File: src/verilog/fault_seq_cfg.svh
/*
 * Constants for the flyback fault sequencer: clock rate, documented delays,
 * and bit positions inside the synchronised input vectors.
 * Assumes a single 100 MHz clock; included by bare name.
 */
`ifndef FAULT_SEQ_CFG_SVH
`define FAULT_SEQ_CFG_SVH

// ----------------------------------------------------------------------------
// Clock and delays
// ----------------------------------------------------------------------------
`define CLK_PERIOD_NS         10
`define AUTOREC_TIME_MS       1200
`define BROWNOUT_TIME_MS      54
`define LINE_REMOVAL_TIME_MS  100
`define UPSLOPE_TIME_MS       14
`define DOWNSLOPE_TIME_MS     1
`define BLANKING_TIME_US      30
`define NS_PER_MS             1000000
`define NS_PER_US             1000
`define SYNC_STAGES           2

// ----------------------------------------------------------------------------
// Positions in the plain input vector
// ----------------------------------------------------------------------------
`define IN_SUPPLY_ON          0
`define IN_SUPPLY_OFF         1
`define IN_SUPPLY_RESET       2
`define IN_LINE_START         3
`define IN_LINE_STOP          4
`define IN_LINE_DISCH_END     5
`define IN_SLOPE_UP           6
`define IN_SLOPE_DOWN         7
`define IN_ABNORMAL_OVERCURRENT_FAULT               8
`define IN_SUPPLY_OVP         9
`define IN_THERMAL            10
`define IN_AUTOREC            11
`define IN_PLAIN_COUNT        12

// ----------------------------------------------------------------------------
// Positions in the blanked fault-pin vector
// ----------------------------------------------------------------------------
`define PIN_UPPER             0
`define PIN_LOWER             1
`define PIN_COUNT             2

`endif

File: src/verilog/fault_seq_pkg.sv
/*
 * Types shared by the flyback fault sequencer files.
 * Assumes nothing beyond a SystemVerilog compiler.
 */
package fault_seq_pkg;

    typedef enum logic [2:0] {
        ST_STARTUP,
        ST_RUN,
        ST_NONLATCH,
        ST_AUTOREC,
        ST_LATCHED,
        ST_DISCHARGE
    } state_t;

endpackage

File: src/verilog/input_sync.sv
/*
 * Two-stage synchroniser for a vector of comparator levels, with an optional
 * per-bit blanking filter that passes a high level only after it has stood
 * for longer than BLANK_CYCLES.
 * Assumes a free-running clock; ce_in low freezes all state.
 */
`timescale 1ns/1ps

module input_sync #(
    parameter int unsigned WIDTH        = 1,
    parameter int unsigned BLANK_CYCLES = 0
) (
    input  wire logic             clk_in,
    input  wire logic             rst_in,
    input  wire logic             ce_in,
    input  wire logic [WIDTH-1:0] level_in,
    output logic      [WIDTH-1:0] level_out
);

    logic [WIDTH-1:0] meta_q;
    logic [WIDTH-1:0] stable_q;

    // ------------------------------------------------------------------------
    // Synchroniser; the first stage feeds only the second
    // ------------------------------------------------------------------------
    always_ff @(posedge clk_in or posedge rst_in) begin
        if (rst_in) begin
            meta_q   <= '0;
            stable_q <= '0;
        end else if (ce_in) begin
            meta_q   <= level_in;
            stable_q <= meta_q;
        end
    end

    // ------------------------------------------------------------------------
    // Blanking filter per bit
    // ------------------------------------------------------------------------
    genvar i;
    generate
        if (BLANK_CYCLES == 0) begin : g_plain
            assign level_out = stable_q;
        end else begin : g_blank
            for (i = 0; i < WIDTH; i++) begin : g_bit
                logic [31:0] cnt_q;
                logic        hit_q;
                // A glitch shorter than the blanking time restarts the count
                always_ff @(posedge clk_in or posedge rst_in) begin
                    if (rst_in) begin
                        cnt_q <= '0;
                        hit_q <= 1'b0;
                    end else if (ce_in) begin
                        if (!stable_q[i]) begin
                            cnt_q <= '0;
                            hit_q <= 1'b0;
                        end else if (cnt_q == BLANK_CYCLES) begin
                            hit_q <= 1'b1;
                        end else begin
                            cnt_q <= cnt_q + 32'h1;
                        end
                    end
                end
                assign level_out[i] = hit_q;

            end
        end
    endgenerate
endmodule

File: src/verilog/flyback_fault_sequencer.sv
/*
 * Fault-management sequencer of an offline flyback controller: latching,
 * non-latching and auto-recovery fault modes, brownout timer, line-removal
 * timer and capacitor discharge request.
 * Assumes logic-level comparator results from the analog front end and one
 * free-running 100 MHz clock; all outputs are registered.
 */
// What this block does
// - Three fault responses: latch off, restart when cleared, restart after recovery delay.
// - Latching fault (overcurrent, supply overvoltage, latch pin) drops gate drive immediately.
// - While latched, reaching turn-on does not restart, even with the fault gone.
// - Latch clears only on supply below reset level or line removal.
// - Non-latching fault stops drive; startup source cycles supply between off and on.
// - After fault removal, restart at turn-on if line is above start level.
// - Supply already above turn-on when fault clears: restart at once if line good.
// - Auto-recovery fault stops drive and starts a 1.2 s recovery timer.
// - During recovery timer, startup source holds supply between off and on levels.
// - After recovery timer, start at next turn-on crossing if line is good.
// - Brownout timer starts as soon as line sense drops below stop level.
// - Line below stop for 54 ms declares brownout and disables the controller.
// - Brownout is a non-latching fault until line rises above start level.
// - Line-removal detection runs in every state; only ce_in low freezes it.
// - Line removal is judged from the sampled line-sense slope magnitude.
// - A 100 ms line-removal timer runs while the slope stays below minimum.
// - Sustained upslope for 14 ms or downslope for 1 ms resets that timer.
// - Removal timer expiry requests capacitor discharge and disables the controller.
// - Discharge ends at the discharge end level; then a normal startup begins.
// - Fault-pin detectors count only after staying asserted past 30 us blanking.
`timescale 1ns/1ps

`include "fault_seq_cfg.svh"

module flyback_fault_sequencer #(
    parameter int unsigned AUTOREC_CYCLES   = `AUTOREC_TIME_MS * `NS_PER_MS / `CLK_PERIOD_NS,
    parameter int unsigned BROWNOUT_CYCLES  = `BROWNOUT_TIME_MS * `NS_PER_MS / `CLK_PERIOD_NS,
    parameter int unsigned REMOVAL_CYCLES   = `LINE_REMOVAL_TIME_MS * `NS_PER_MS / `CLK_PERIOD_NS,
    parameter int unsigned UPSLOPE_CYCLES   = `UPSLOPE_TIME_MS * `NS_PER_MS / `CLK_PERIOD_NS,
    parameter int unsigned DOWNSLOPE_CYCLES = `DOWNSLOPE_TIME_MS * `NS_PER_MS / `CLK_PERIOD_NS
) (
    input  wire logic                  clk_in,
    input  wire logic                  rst_in,
    input  wire logic                  ce_in,
    input  wire logic                  supply_turn_on_level_in,
    input  wire logic                  supply_turn_off_level_in,
    input  wire logic                  supply_reset_level_in,
    input  wire logic                  line_start_level_in,
    input  wire logic                  line_stop_level_in,
    input  wire logic                  discharge_end_level_in,
    input  wire logic                  slope_up_in,
    input  wire logic                  slope_down_in,
    input  wire logic                  abnormal_overcurrent_fault_in,
    input  wire logic                  supply_overvoltage_in,
    input  wire logic                  fault_pin_upper_in,
    input  wire logic                  fault_pin_lower_in,
    input  wire logic                  thermal_shutdown_in,
    input  wire logic                  autorec_fault_in,
    output logic                       gate_enable_out,
    output logic                       startup_source_out,
    output logic                       discharge_req_out,
    output logic                       latched_out,
    output logic                       brownout_out,
    output fault_seq_pkg::state_t      state_out
);

    import fault_seq_pkg::*;

    localparam int unsigned BLANK_CYCLES = (`BLANKING_TIME_US * `NS_PER_US + `CLK_PERIOD_NS - 1) / `CLK_PERIOD_NS;

    // ------------------------------------------------------------------------
    // Input synchronisation
    // ------------------------------------------------------------------------
    logic [`IN_PLAIN_COUNT-1:0] raw_in;
    logic [`IN_PLAIN_COUNT-1:0] syn;
    logic [`PIN_COUNT-1:0]      pin_raw;
    logic [`PIN_COUNT-1:0]      pin_syn;

    assign raw_in = {autorec_fault_in, thermal_shutdown_in, supply_overvoltage_in,
                     abnormal_overcurrent_fault_in, slope_down_in, slope_up_in,
                     discharge_end_level_in, line_stop_level_in, line_start_level_in,
                     supply_reset_level_in, supply_turn_off_level_in,
                     supply_turn_on_level_in};
    assign pin_raw = {fault_pin_lower_in, fault_pin_upper_in};

    input_sync #(
        .WIDTH        (`IN_PLAIN_COUNT),
        .BLANK_CYCLES (0)
    ) u_plain_sync (
        .clk_in    (clk_in),
        .rst_in    (rst_in),
        .ce_in     (ce_in),
        .level_in  (raw_in),
        .level_out (syn)
    );

    input_sync #(
        .WIDTH        (`PIN_COUNT),
        .BLANK_CYCLES (BLANK_CYCLES)
    ) u_pin_sync (
        .clk_in    (clk_in),
        .rst_in    (rst_in),
        .ce_in     (ce_in),
        .level_in  (pin_raw),
        .level_out (pin_syn)
    );

    logic vcc_on;
    logic vcc_off;
    logic vcc_reset;
    logic line_ok;
    logic line_low;
    logic disch_end;
    logic latch_fault;
    logic nonlatch_fault;
    logic autorec_fault;

    assign vcc_on      = syn[`IN_SUPPLY_ON];
    assign vcc_off     = syn[`IN_SUPPLY_OFF];
    assign vcc_reset   = syn[`IN_SUPPLY_RESET];
    assign line_ok     = syn[`IN_LINE_START];
    assign line_low    = syn[`IN_LINE_STOP];
    assign disch_end   = syn[`IN_LINE_DISCH_END];
    assign latch_fault = syn[`IN_ABNORMAL_OVERCURRENT_FAULT] | syn[`IN_SUPPLY_OVP] | pin_syn[`PIN_UPPER];
    assign autorec_fault = syn[`IN_AUTOREC];

    // ------------------------------------------------------------------------
    // Brownout timer
    // ------------------------------------------------------------------------
    logic [31:0] bo_cnt_q;
    logic        brownout_q;

    always_ff @(posedge clk_in or posedge rst_in) begin
        if (rst_in) begin
            bo_cnt_q   <= '0;
            brownout_q <= 1'b0;
        end else if (ce_in) begin
            if (!line_low) begin
                bo_cnt_q <= '0;
            end else if (bo_cnt_q != BROWNOUT_CYCLES) begin
                bo_cnt_q <= bo_cnt_q + 32'h1;
            end
            // A line between stop and start keeps a declared brownout standing
            if (line_low && bo_cnt_q == BROWNOUT_CYCLES - 1) begin
                brownout_q <= 1'b1;
            end else if (line_ok) begin
                brownout_q <= 1'b0;
            end
        end
    end

    assign nonlatch_fault = brownout_q | syn[`IN_THERMAL] | pin_syn[`PIN_LOWER];

    // ------------------------------------------------------------------------
    // Line-removal detection, free of the state machine
    // ------------------------------------------------------------------------
    logic [31:0] lr_cnt_q;
    logic [31:0] up_cnt_q;
    logic [31:0] dn_cnt_q;
    logic        slope_quiet;
    logic        slope_reset;
    logic        lr_expire;

    assign slope_quiet = !syn[`IN_SLOPE_UP] && !syn[`IN_SLOPE_DOWN];
    assign slope_reset = (up_cnt_q == UPSLOPE_CYCLES) || (dn_cnt_q == DOWNSLOPE_CYCLES);
    assign lr_expire   = slope_quiet && !slope_reset && (lr_cnt_q == REMOVAL_CYCLES - 1);

    always_ff @(posedge clk_in or posedge rst_in) begin
        if (rst_in) begin
            up_cnt_q <= '0;
            dn_cnt_q <= '0;
        end else if (ce_in) begin
            if (!syn[`IN_SLOPE_UP]) begin
                up_cnt_q <= '0;
            end else if (up_cnt_q != UPSLOPE_CYCLES) begin
                up_cnt_q <= up_cnt_q + 32'h1;
            end
            if (!syn[`IN_SLOPE_DOWN]) begin
                dn_cnt_q <= '0;
            end else if (dn_cnt_q != DOWNSLOPE_CYCLES) begin
                dn_cnt_q <= dn_cnt_q + 32'h1;
            end
        end
    end

    // Saturating at the limit gives one expiry per quiet spell
    always_ff @(posedge clk_in or posedge rst_in) begin
        if (rst_in) begin
            lr_cnt_q <= '0;
        end else if (ce_in) begin
            if (slope_reset) begin
                lr_cnt_q <= '0;
            end else if (slope_quiet && lr_cnt_q != REMOVAL_CYCLES) begin
                lr_cnt_q <= lr_cnt_q + 32'h1;
            end
        end
    end

    // ------------------------------------------------------------------------
    // Sequencer state
    // ------------------------------------------------------------------------
    state_t      state_q;
    state_t      state_d;
    logic [31:0] ar_cnt_q;
    logic        ar_done;
    logic        vcc_on_prev_q;
    logic        vcc_on_rise;
    logic        fault_free;

    assign ar_done     = (ar_cnt_q == AUTOREC_CYCLES);
    assign vcc_on_rise = vcc_on && !vcc_on_prev_q;
    assign fault_free  = !latch_fault && !nonlatch_fault && !autorec_fault;

    always_comb begin
        state_d = state_q;
        if (lr_expire) begin
            state_d = ST_DISCHARGE;
        end else begin
            unique case (state_q)
                ST_DISCHARGE: begin
                    if (disch_end) begin
                        state_d = ST_STARTUP;
                    end
                end
                ST_LATCHED: begin
                    if (vcc_reset) begin
                        state_d = ST_STARTUP;
                    end
                end
                default: begin
                    if (latch_fault) begin
                        state_d = ST_LATCHED;
                    end else if (state_q == ST_AUTOREC) begin
                        if (ar_done && vcc_on_rise && line_ok && fault_free) begin
                            state_d = ST_RUN;
                        end
                    end else if (autorec_fault) begin
                        state_d = ST_AUTOREC;
                    end else if (nonlatch_fault) begin
                        state_d = ST_NONLATCH;
                    end else if (vcc_reset || (state_q == ST_RUN && vcc_off)) begin
                        state_d = ST_STARTUP;
                    end else if (state_q != ST_RUN && vcc_on && line_ok) begin
                        state_d = ST_RUN;
                    end
                end
            endcase
        end
    end

    always_ff @(posedge clk_in or posedge rst_in) begin
        if (rst_in) begin
            state_q       <= ST_STARTUP;
            vcc_on_prev_q <= 1'b0;
        end else if (ce_in) begin
            state_q       <= state_d;
            vcc_on_prev_q <= vcc_on;
        end
    end

    // Recovery timer restarts on each entry into the auto-recovery state
    always_ff @(posedge clk_in or posedge rst_in) begin
        if (rst_in) begin
            ar_cnt_q <= '0;
        end else if (ce_in) begin
            if (state_q != ST_AUTOREC) begin
                ar_cnt_q <= '0;
            end else if (!ar_done) begin
                ar_cnt_q <= ar_cnt_q + 32'h1;
            end
        end
    end

    // ------------------------------------------------------------------------
    // Outputs
    // ------------------------------------------------------------------------
    logic gate_q;
    logic source_q;
    logic disch_q;
    logic latched_q;

    always_ff @(posedge clk_in or posedge rst_in) begin
        if (rst_in) begin
            gate_q <= 1'b0;
        end else if (ce_in) begin
            gate_q <= (state_d == ST_RUN);
        end
    end

    // Hysteretic charging while latched, in recovery and while a non-latching fault stands; startup charges up to turn-on; the source is needed by the
    // discharge path, so it stays off there
    always_ff @(posedge clk_in or posedge rst_in) begin
        if (rst_in) begin
            source_q <= 1'b1;
        end else if (ce_in) begin
            if (state_d == ST_RUN || state_d == ST_DISCHARGE) begin
                source_q <= 1'b0;
            end else if (vcc_on) begin
                source_q <= 1'b0;
            end else if (vcc_off || state_d == ST_STARTUP) begin
                source_q <= 1'b1;
            end else if (state_d == ST_NONLATCH && !nonlatch_fault && line_ok) begin
                source_q <= 1'b1;
            end
        end
    end

    always_ff @(posedge clk_in or posedge rst_in) begin
        if (rst_in) begin
            disch_q   <= 1'b0;
            latched_q <= 1'b0;
        end else if (ce_in) begin
            disch_q   <= (state_d == ST_DISCHARGE);
            latched_q <= (state_d == ST_LATCHED);
        end
    end

    assign gate_enable_out    = gate_q;
    assign startup_source_out = source_q;
    assign discharge_req_out  = disch_q;
    assign latched_out        = latched_q;
    assign brownout_out       = brownout_q;
    assign state_out          = state_q;
endmodule

File: config.mk
export PLATFORM = sky130hd
export DESIGN_NAME = flyback_fault_sequencer
export DESIGN_NICKNAME = d
export VERILOG_FILES = /design/src/verilog/fault_seq_pkg.sv /design/src/verilog/input_sync.sv /design/src/verilog/flyback_fault_sequencer.sv
export VERILOG_INCLUDE_DIRS = /design/src /design/src/verilog
export SDC_FILE = /design/constraint.sdc
export NUM_CORES = 1
export LEC_CHECK = 0
export BUFFER_PORTS_ARGS = -buffer_cell sky130_fd_sc_hd__buf_2
export CAP_MARGIN = 20
export CORE_MARGIN = 2
export CORE_UTILIZATION = 43
export CTS_CLUSTER_SIZE = 40
export DETAILED_ROUTE_END_ITERATION = 8
export PLACE_DENSITY = 0.67
export SYNTH_ARGS = -nofsm -noshare
export SYNTH_HDL_FRONTEND = slang
export SYNTH_SLANG_ARGS = --single-unit
File: constraint.sdc
create_clock -name clk_in -period 12.9 [get_ports clk_in]
set_input_delay 0 -clock clk_in [delete_from_list [all_inputs] [get_ports clk_in]]
set_output_delay 0 -clock clk_in [all_outputs]
set_load 0.02 [all_outputs]
==> flow_metrics.tcl, run 1 <==
set metrics [dict create \
    criticalPathCategory "flop to flop" \
    routed_wl_microns 29100 \
    synth_warnings 0 \
    dp_hpwl_microns 19200 \
    seq_power_share_pct 45.7 \
    cts_tree "done" \
    dieArea_sq_mm 0.0331 \
    ys_async_sr_fraction_pct 100 \
    cp-start-kind "flop" \
    min_period_over_period_pct 23.8 \
    synth_top_cells_by_area "dfrtp_1 (48%), xor2_1 (7.7%), nor2_1 (6.0%), nand2_1 (4.0%), nand3_1 (3.1%)" \
    start_util_pct 43.4 \
    hold_violations 0 \
    dr.pass1.iters 5 \
    ys_seq_area_share_pct 48.4 \
    drv_cap 0 \
    critPathTopFamily "simple AND/OR/NAND/NOR gates" \
    reg2reg_depth 7 \
    synth_seq_cells 263 \
    setup_viol 0 \
    drc_errors 0 \
    synth_edf_count 0 \
    yosys.area.top_type "dfrtp_1" \
    netlist_instances 1457 \
    outcome "finished, final reports clean" \
    rr_endpoint "lr_cnt_q[10]" \
    layout-area-overhead-vs-synth_pct 13.3 \
    insertion_delay_ns 0.56 \
    netlist_area_sq_mm 0.0136 \
    internal-power_mw 1.47 \
    cts_resized 0 \
    worst_slew_pin_slew_ns 1.04 \
    port_buffers 24 \
    num_rows 65 \
    power.density_mw_per_mm2 128 \
    critical_path_required_ns 13.29 \
    cp_max_fo 31 \
    netlist.area_leader.share_pct 48.2 \
    tns_ns 0 \
    end_kind "flop" \
    r2r_start "up_cnt_q[25]" \
    ctsHoldBuffers 20 \
    detail_route.iter0.violations 682 \
    die_h_microns 182 \
    most-common-layout-cells "dfrtp_1 (262), nor2_1 (216), nand2_1 (146)" \
    syn_area_per_cell_sq_um 9.34 \
    grt_antenna_before_repair 0 \
    clockBufferDepth 3 \
    p_leak_nw 6.52 \
    p_comb_share_pct 9.4 \
    diodes 0 \
    final_util_pct 49.1 \
    timing.critical_path.buf_inv 1 \
    power_switching_mw 0.503 \
    synthFlopType "dfrtp_1" \
    viasPerCell 5.49 \
    cts.sinks 263 \
    cts_setup_buffers 0 \
    fin_worst_skew_ns 0.0156 \
    maxSlewViolCount 0 \
    fin_nets 1530 \
    p_sw_share_pct 25.5 \
    grt_max_degree 112 \
    fmax_mhz 326 \
    wire_per_inst_microns 15.1 \
    grt_pass1_wl_microns 50500 \
    rrSetupSlack_ns 9.83 \
    routed-via-count 10600 \
    slowest_delay_ns 0.82 \
    drive_gt1_share_pct 10.2 \
    synth.net_count 1488 \
    path_cells "nor4b_2 > nand4_1 > nor4_2 > o21bai_4 > buf_4 > and2_1 > nor2_1" \
    mostFrequentLayoutCell "dfrtp_1" \
    vdd_drop_max_mv 0.103 \
    clk_pin_slew_ns 0.06 \
    worstHoldPathType "input pin to async pin" \
    htreeDepth 1 \
    cp_data_arrival_time_ns 3.46 \
    clkPwrFrac_pct 45.0 \
    fin_crit_ns 3.07 \
    yosysUniqueCellTypes 74 \
    grt_overflow_total 0 \
    grt_use_total_pct 17.9 \
    rsz0062_at_grt "false" \
    ant_nets 0 \
    io_pins 25 \
    slew_headroom_pct 29.6 \
    fp.dieW_microns 182 \
    coreArea_sq_mm 0.0314 \
    grt_pass1_vias 10400 \
    cts_root_buf "clkbuf_16" \
    crit_path_top_delay_cell "and2_1" \
    cts_made_buffers 30 \
    hold_ws_ns 0.0916 \
    place_congestion 0.809 \
]
==> synth_stat cells (4+ instances only) <==
cell and number:
a21oi_1 51, and2_1 5, and3_1 35, and4_1 19, buf_1 5, buf_2 5
clkbuf_1 32, dfrtp_1 262, ha_1 14, inv_1 43, mux2_2 25, nand2_1 146
nand2b_1 5, nand3_1 84, nand4_1 57, nor2_1 219, nor2b_1 8, nor3_1 27
nor4_1 31, nor4_2 4, nor4b_1 13, nor4bb_1 5, o21ai_0 74, o21ai_2 11
o31ai_1 10, or2_2 6, or3_1 39, or4_1 6, xnor2_1 34, xor2_1 119
==> cell families after synthesis <==
logic type | after synthesis | synth area share, %
adders and majority gates | 14 | 1.29
muxes | 27 | 2.22
buffers and inverters | 91 | 2.81
xor gates and xnor gates | 153 | 9.84
and+or+nand+nor | 729 | 27.3
DFF | 263 | 48.4
AOI/OAI and AO/OA | 180 | 8.18
==> state kept, by name, summed over array words and instances (netlist names), 2 cells and up <==
register and count:
dn_cnt_q 32, u_plain_sync.level_out 12, u_pin_sync.g_blank.g_bit.hit_q 2, u_pin_sync.meta_q 2, up_cnt_q 32, bo_cnt_q 32, u_plain_sync.meta_q 12, u_pin_sync.stable_q 2
ar_cnt_q 32, u_pin_sync.g_blank.g_bit.cnt_q 64, lr_cnt_q 32, state_out 3
==> layer usage <==
layer  wire [microns]  vias to the layer above  track usage [%]
met1            14000                     5160             24.9
met3             1020                       46             2.61
met5                0                        -                0
li1                 -                     5184                -
met2            13500                      178             29.8
met4              539                        0             4.23
==> worst reg2reg max path, cell delays in order (launching register included) <==
cell	delay, ns
dfrtp_1	0.41
nor4b_2	0.31
nand4_1	0.20
nor4_2	0.42
o21bai_4	0.19
buf_4	0.39
and2_1	0.84
nor2_1	0.15
==> area by class of cell <==
type / count / area [sq um]
Fill cell: 2879 / 16000
Clock inverter: 17 / 206
Clock buffer: 39 / 835
Sequential cell: 263 / 6580
Inverter: 43 / 169
Tap cell: 402 / 503
Timing Repair Buffer: 58 / 475
Multi-Input combinational cell: 1103 / 6660
==> through the flow <==
step | total power, mW | std cells | cell area (sq um) | setup slack (ns)
finish | 1.97 | 1925 | 15400 | 9.83
floorplan | 1.03 | 1457 | 13600 | 5.66
global placement | 1.09 | 1846 | 14100 | 9.97
global route | 2.06 | 1925 | 15400 | 9.58
detailed placement | 1.10 | 1849 | 14200 | 9.85
CTS | 2.00 | 1925 | 15400 | 9.80
==> power groups by stage <==
stage,combinational (mW),sequential [mW],clock (mW)
after floorplan,0.125,0.909,0
after global placement,0.173,0.913,0
after detailed placement,0.182,0.914,0
after CTS,0.188,0.900,0.909
after global routing,0.209,0.905,0.946
final,0.185,0.900,0.886
==> worst max path at each step <==
stage / startpoint / end / cells after the start
detailed placement: up_cnt_q[25] / lr_cnt_q[25] / 7
CTS: up_cnt_q[25] / lr_cnt_q[10] / 7
global placement: up_cnt_q[25] / lr_cnt_q[7] / 7
floorplan: rst_in / ar_cnt_q[0] / 1
finish: up_cnt_q[25] / lr_cnt_q[10] / 7
global route: up_cnt_q[25] / lr_cnt_q[10] / 7
No activity file was read; power rests on OpenSTA's default activity.
==> run 2: changes to the inputs <==
clock period = 2.97 ns   (was 12.9 ns; I/O delays follow)
==> flow_metrics.tcl, run 2 (synthesis gave the netlist of run 1 again) <==
set metrics [dict create \
    outcome "finished, final reports clean" \
    crit_path_top_delay_cell "nor3_2" \
    fin_nets 1546 \
    hold_path_depth 3 \
    drc_errors 0 \
    power.density_mw_per_mm2 534 \
    drive_gt1_share_pct 10.6 \
    rsz0062_at_grt "false" \
    fmax_mhz 370 \
    port_buffers 24 \
    fin_crit_ns 2.71 \
    placed_cell_area_sq_mm 0.0143 \
    hold_ws_ns 0.194 \
    vdd_drop_max_mv 0.423 \
    die_h_microns 182 \
    viasPerCell 5.46 \
    slowest_delay_ns 0.70 \
    dr.pass1.iters 5 \
    dp.cells 1864 \
    worst_slack_ns 0.264 \
    hold_violations 0 \
    most-common-layout-cells "dfrtp_1 (262), nor2_1 (216), nand2_1 (146)" \
    drv_cap 0 \
    rrSetupSlack_ns 0.26 \
    routed-via-count 10600 \
    dp_slack_ns 0.313 \
    cts_tree "done" \
    dieArea_sq_mm 0.0331 \
    mostFrequentLayoutCell "dfrtp_1" \
    grt_use_total_pct 17.9 \
    critPathTopFamily "simple AND/OR/NAND/NOR gates" \
    min_period_over_period_pct 91.1 \
    path_cells "inv_1 > ha_1 > nor4b_1 > nand3_1 > nor4_1 > nor3_2 > buf_4 > o21ai_0 > or3_1 > a21oi_1" \
    final_util_pct 49.1 \
    htreeDepth 1 \
    grt_pass1_vias 10300 \
    fin_worst_skew_ns 0.0113 \
    holdPathEnd "u_plain_sync.meta_q[9]" \
    setup_viol 0 \
    grt_max_degree 104 \
    regMostFlops "u_pin_sync.g_blank.g_bit.cnt_q" \
    layout-area-overhead-vs-synth_pct 13.3 \
    worst_slew_pin_slew_ns 0.932 \
    routed_wl_microns 28900 \
    fin_area_sq_mm 0.0154 \
    cp_max_fo 12 \
    start_util_pct 43.4 \
    slew_headroom_pct 37.5 \
    coreArea_sq_mm 0.0314 \
    io_pins 25 \
    fp.dieW_microns 182 \
    end_kind "flop" \
    cts_made_buffers 31 \
    timing.critical_path.buf_inv 2 \
    wire_per_inst_microns 14.9 \
    critical_path_required_ns 3.47 \
    detail_route.iter0.violations 727 \
    ctsHoldBuffers 20 \
    clockBufferDepth 3 \
    largest_reg_flops 64 \
    dp_hpwl_microns 19300 \
    cp_data_arrival_time_ns 3.20 \
    maxSlewViolCount 0 \
    cts_setup_buffers 0 \
    hold_start "supply_overvoltage_in" \
    ant_nets 0 \
    grt_pass1_wl_microns 50400 \
    cts_resized 0 \
    cp-start-kind "flop" \
    cts_root_buf "clkbuf_16" \
    grt_antenna_before_repair 1 \
    rr_endpoint "lr_cnt_q[21]" \
    p_leak_nw 6.53 \
    tns_ns 0 \
    clk_pin_slew_ns 0.06 \
    num_rows 65 \
    insertion_delay_ns 0.57 \
    grt_overflow_total 0 \
    cts.sinks 263 \
    fin_cells 1938 \
    totalPowerFinal_mw 8.24 \
    reg2reg_depth 10 \
    place_congestion 0.816 \
    criticalPathCategory "flop to flop" \
    worstHoldPathType "input pin to flop" \
    r2r_start "lr_cnt_q[0]" \
]
[run 2: worst register-to-register path: cells and delay by family (launching register included)]
| family | cells | cell delay, ns |
|---|---|---|
| and+or+nand+nor | 5 | 1.32 |
| buffers and inverters | 2 | 0.41 |
| DFF | 1 | 0.41 |
| adders and majority gates | 1 | 0.18 |
| AOI/OAI and AO/OA | 2 | 0.32 |
[run 2: power by group]
group	internal, mW	switching (mW)	total [mW]
registers	3.74	0.172	3.91
logic	0.306	0.493	0.799
clock network	2.05	1.48	3.53
total	6.09	2.14	8.24
[run 2: how the worst max path moves through the flow]
stage | startpoint | to | slack, ns | cells after the start
after global placement | lr_cnt_q[0] | lr_cnt_q[9] | 0.33 | 9
final | lr_cnt_q[0] | lr_cnt_q[21] | 0.26 | 10
after floorplan | rst_in | ar_cnt_q[0] | -0.50 | 1
after CTS | lr_cnt_q[0] | lr_cnt_q[21] | 0.29 | 10
after global routing | lr_cnt_q[0] | lr_cnt_q[11] | 0.05 | 9
after detailed placement | lr_cnt_q[0] | lr_cnt_q[9] | 0.31 | 9
[run 2: routing by layer]
layer / global-route usage [%] / vias up / part of all wire [%]
li1: - / 5239 / -
met1: 25.4 / 5113 / 48
met2: 28.5 / 167 / 46
met3: 3.23 / 58 / 3.6
met4: 4.74 / 0 / 2.4
met5: 0 / - / 0
[run 2: area by class of cell]
cell class	instances	area [sq um]
inverters	43	165
clock buffers	45	888
repair buffers	73	578
diodes	2	5.00
multi-input cells	1103	6660
clock inverters	7	46.3
well taps	402	503
flip-flops and latches	263	6580
fillers	2916	16000
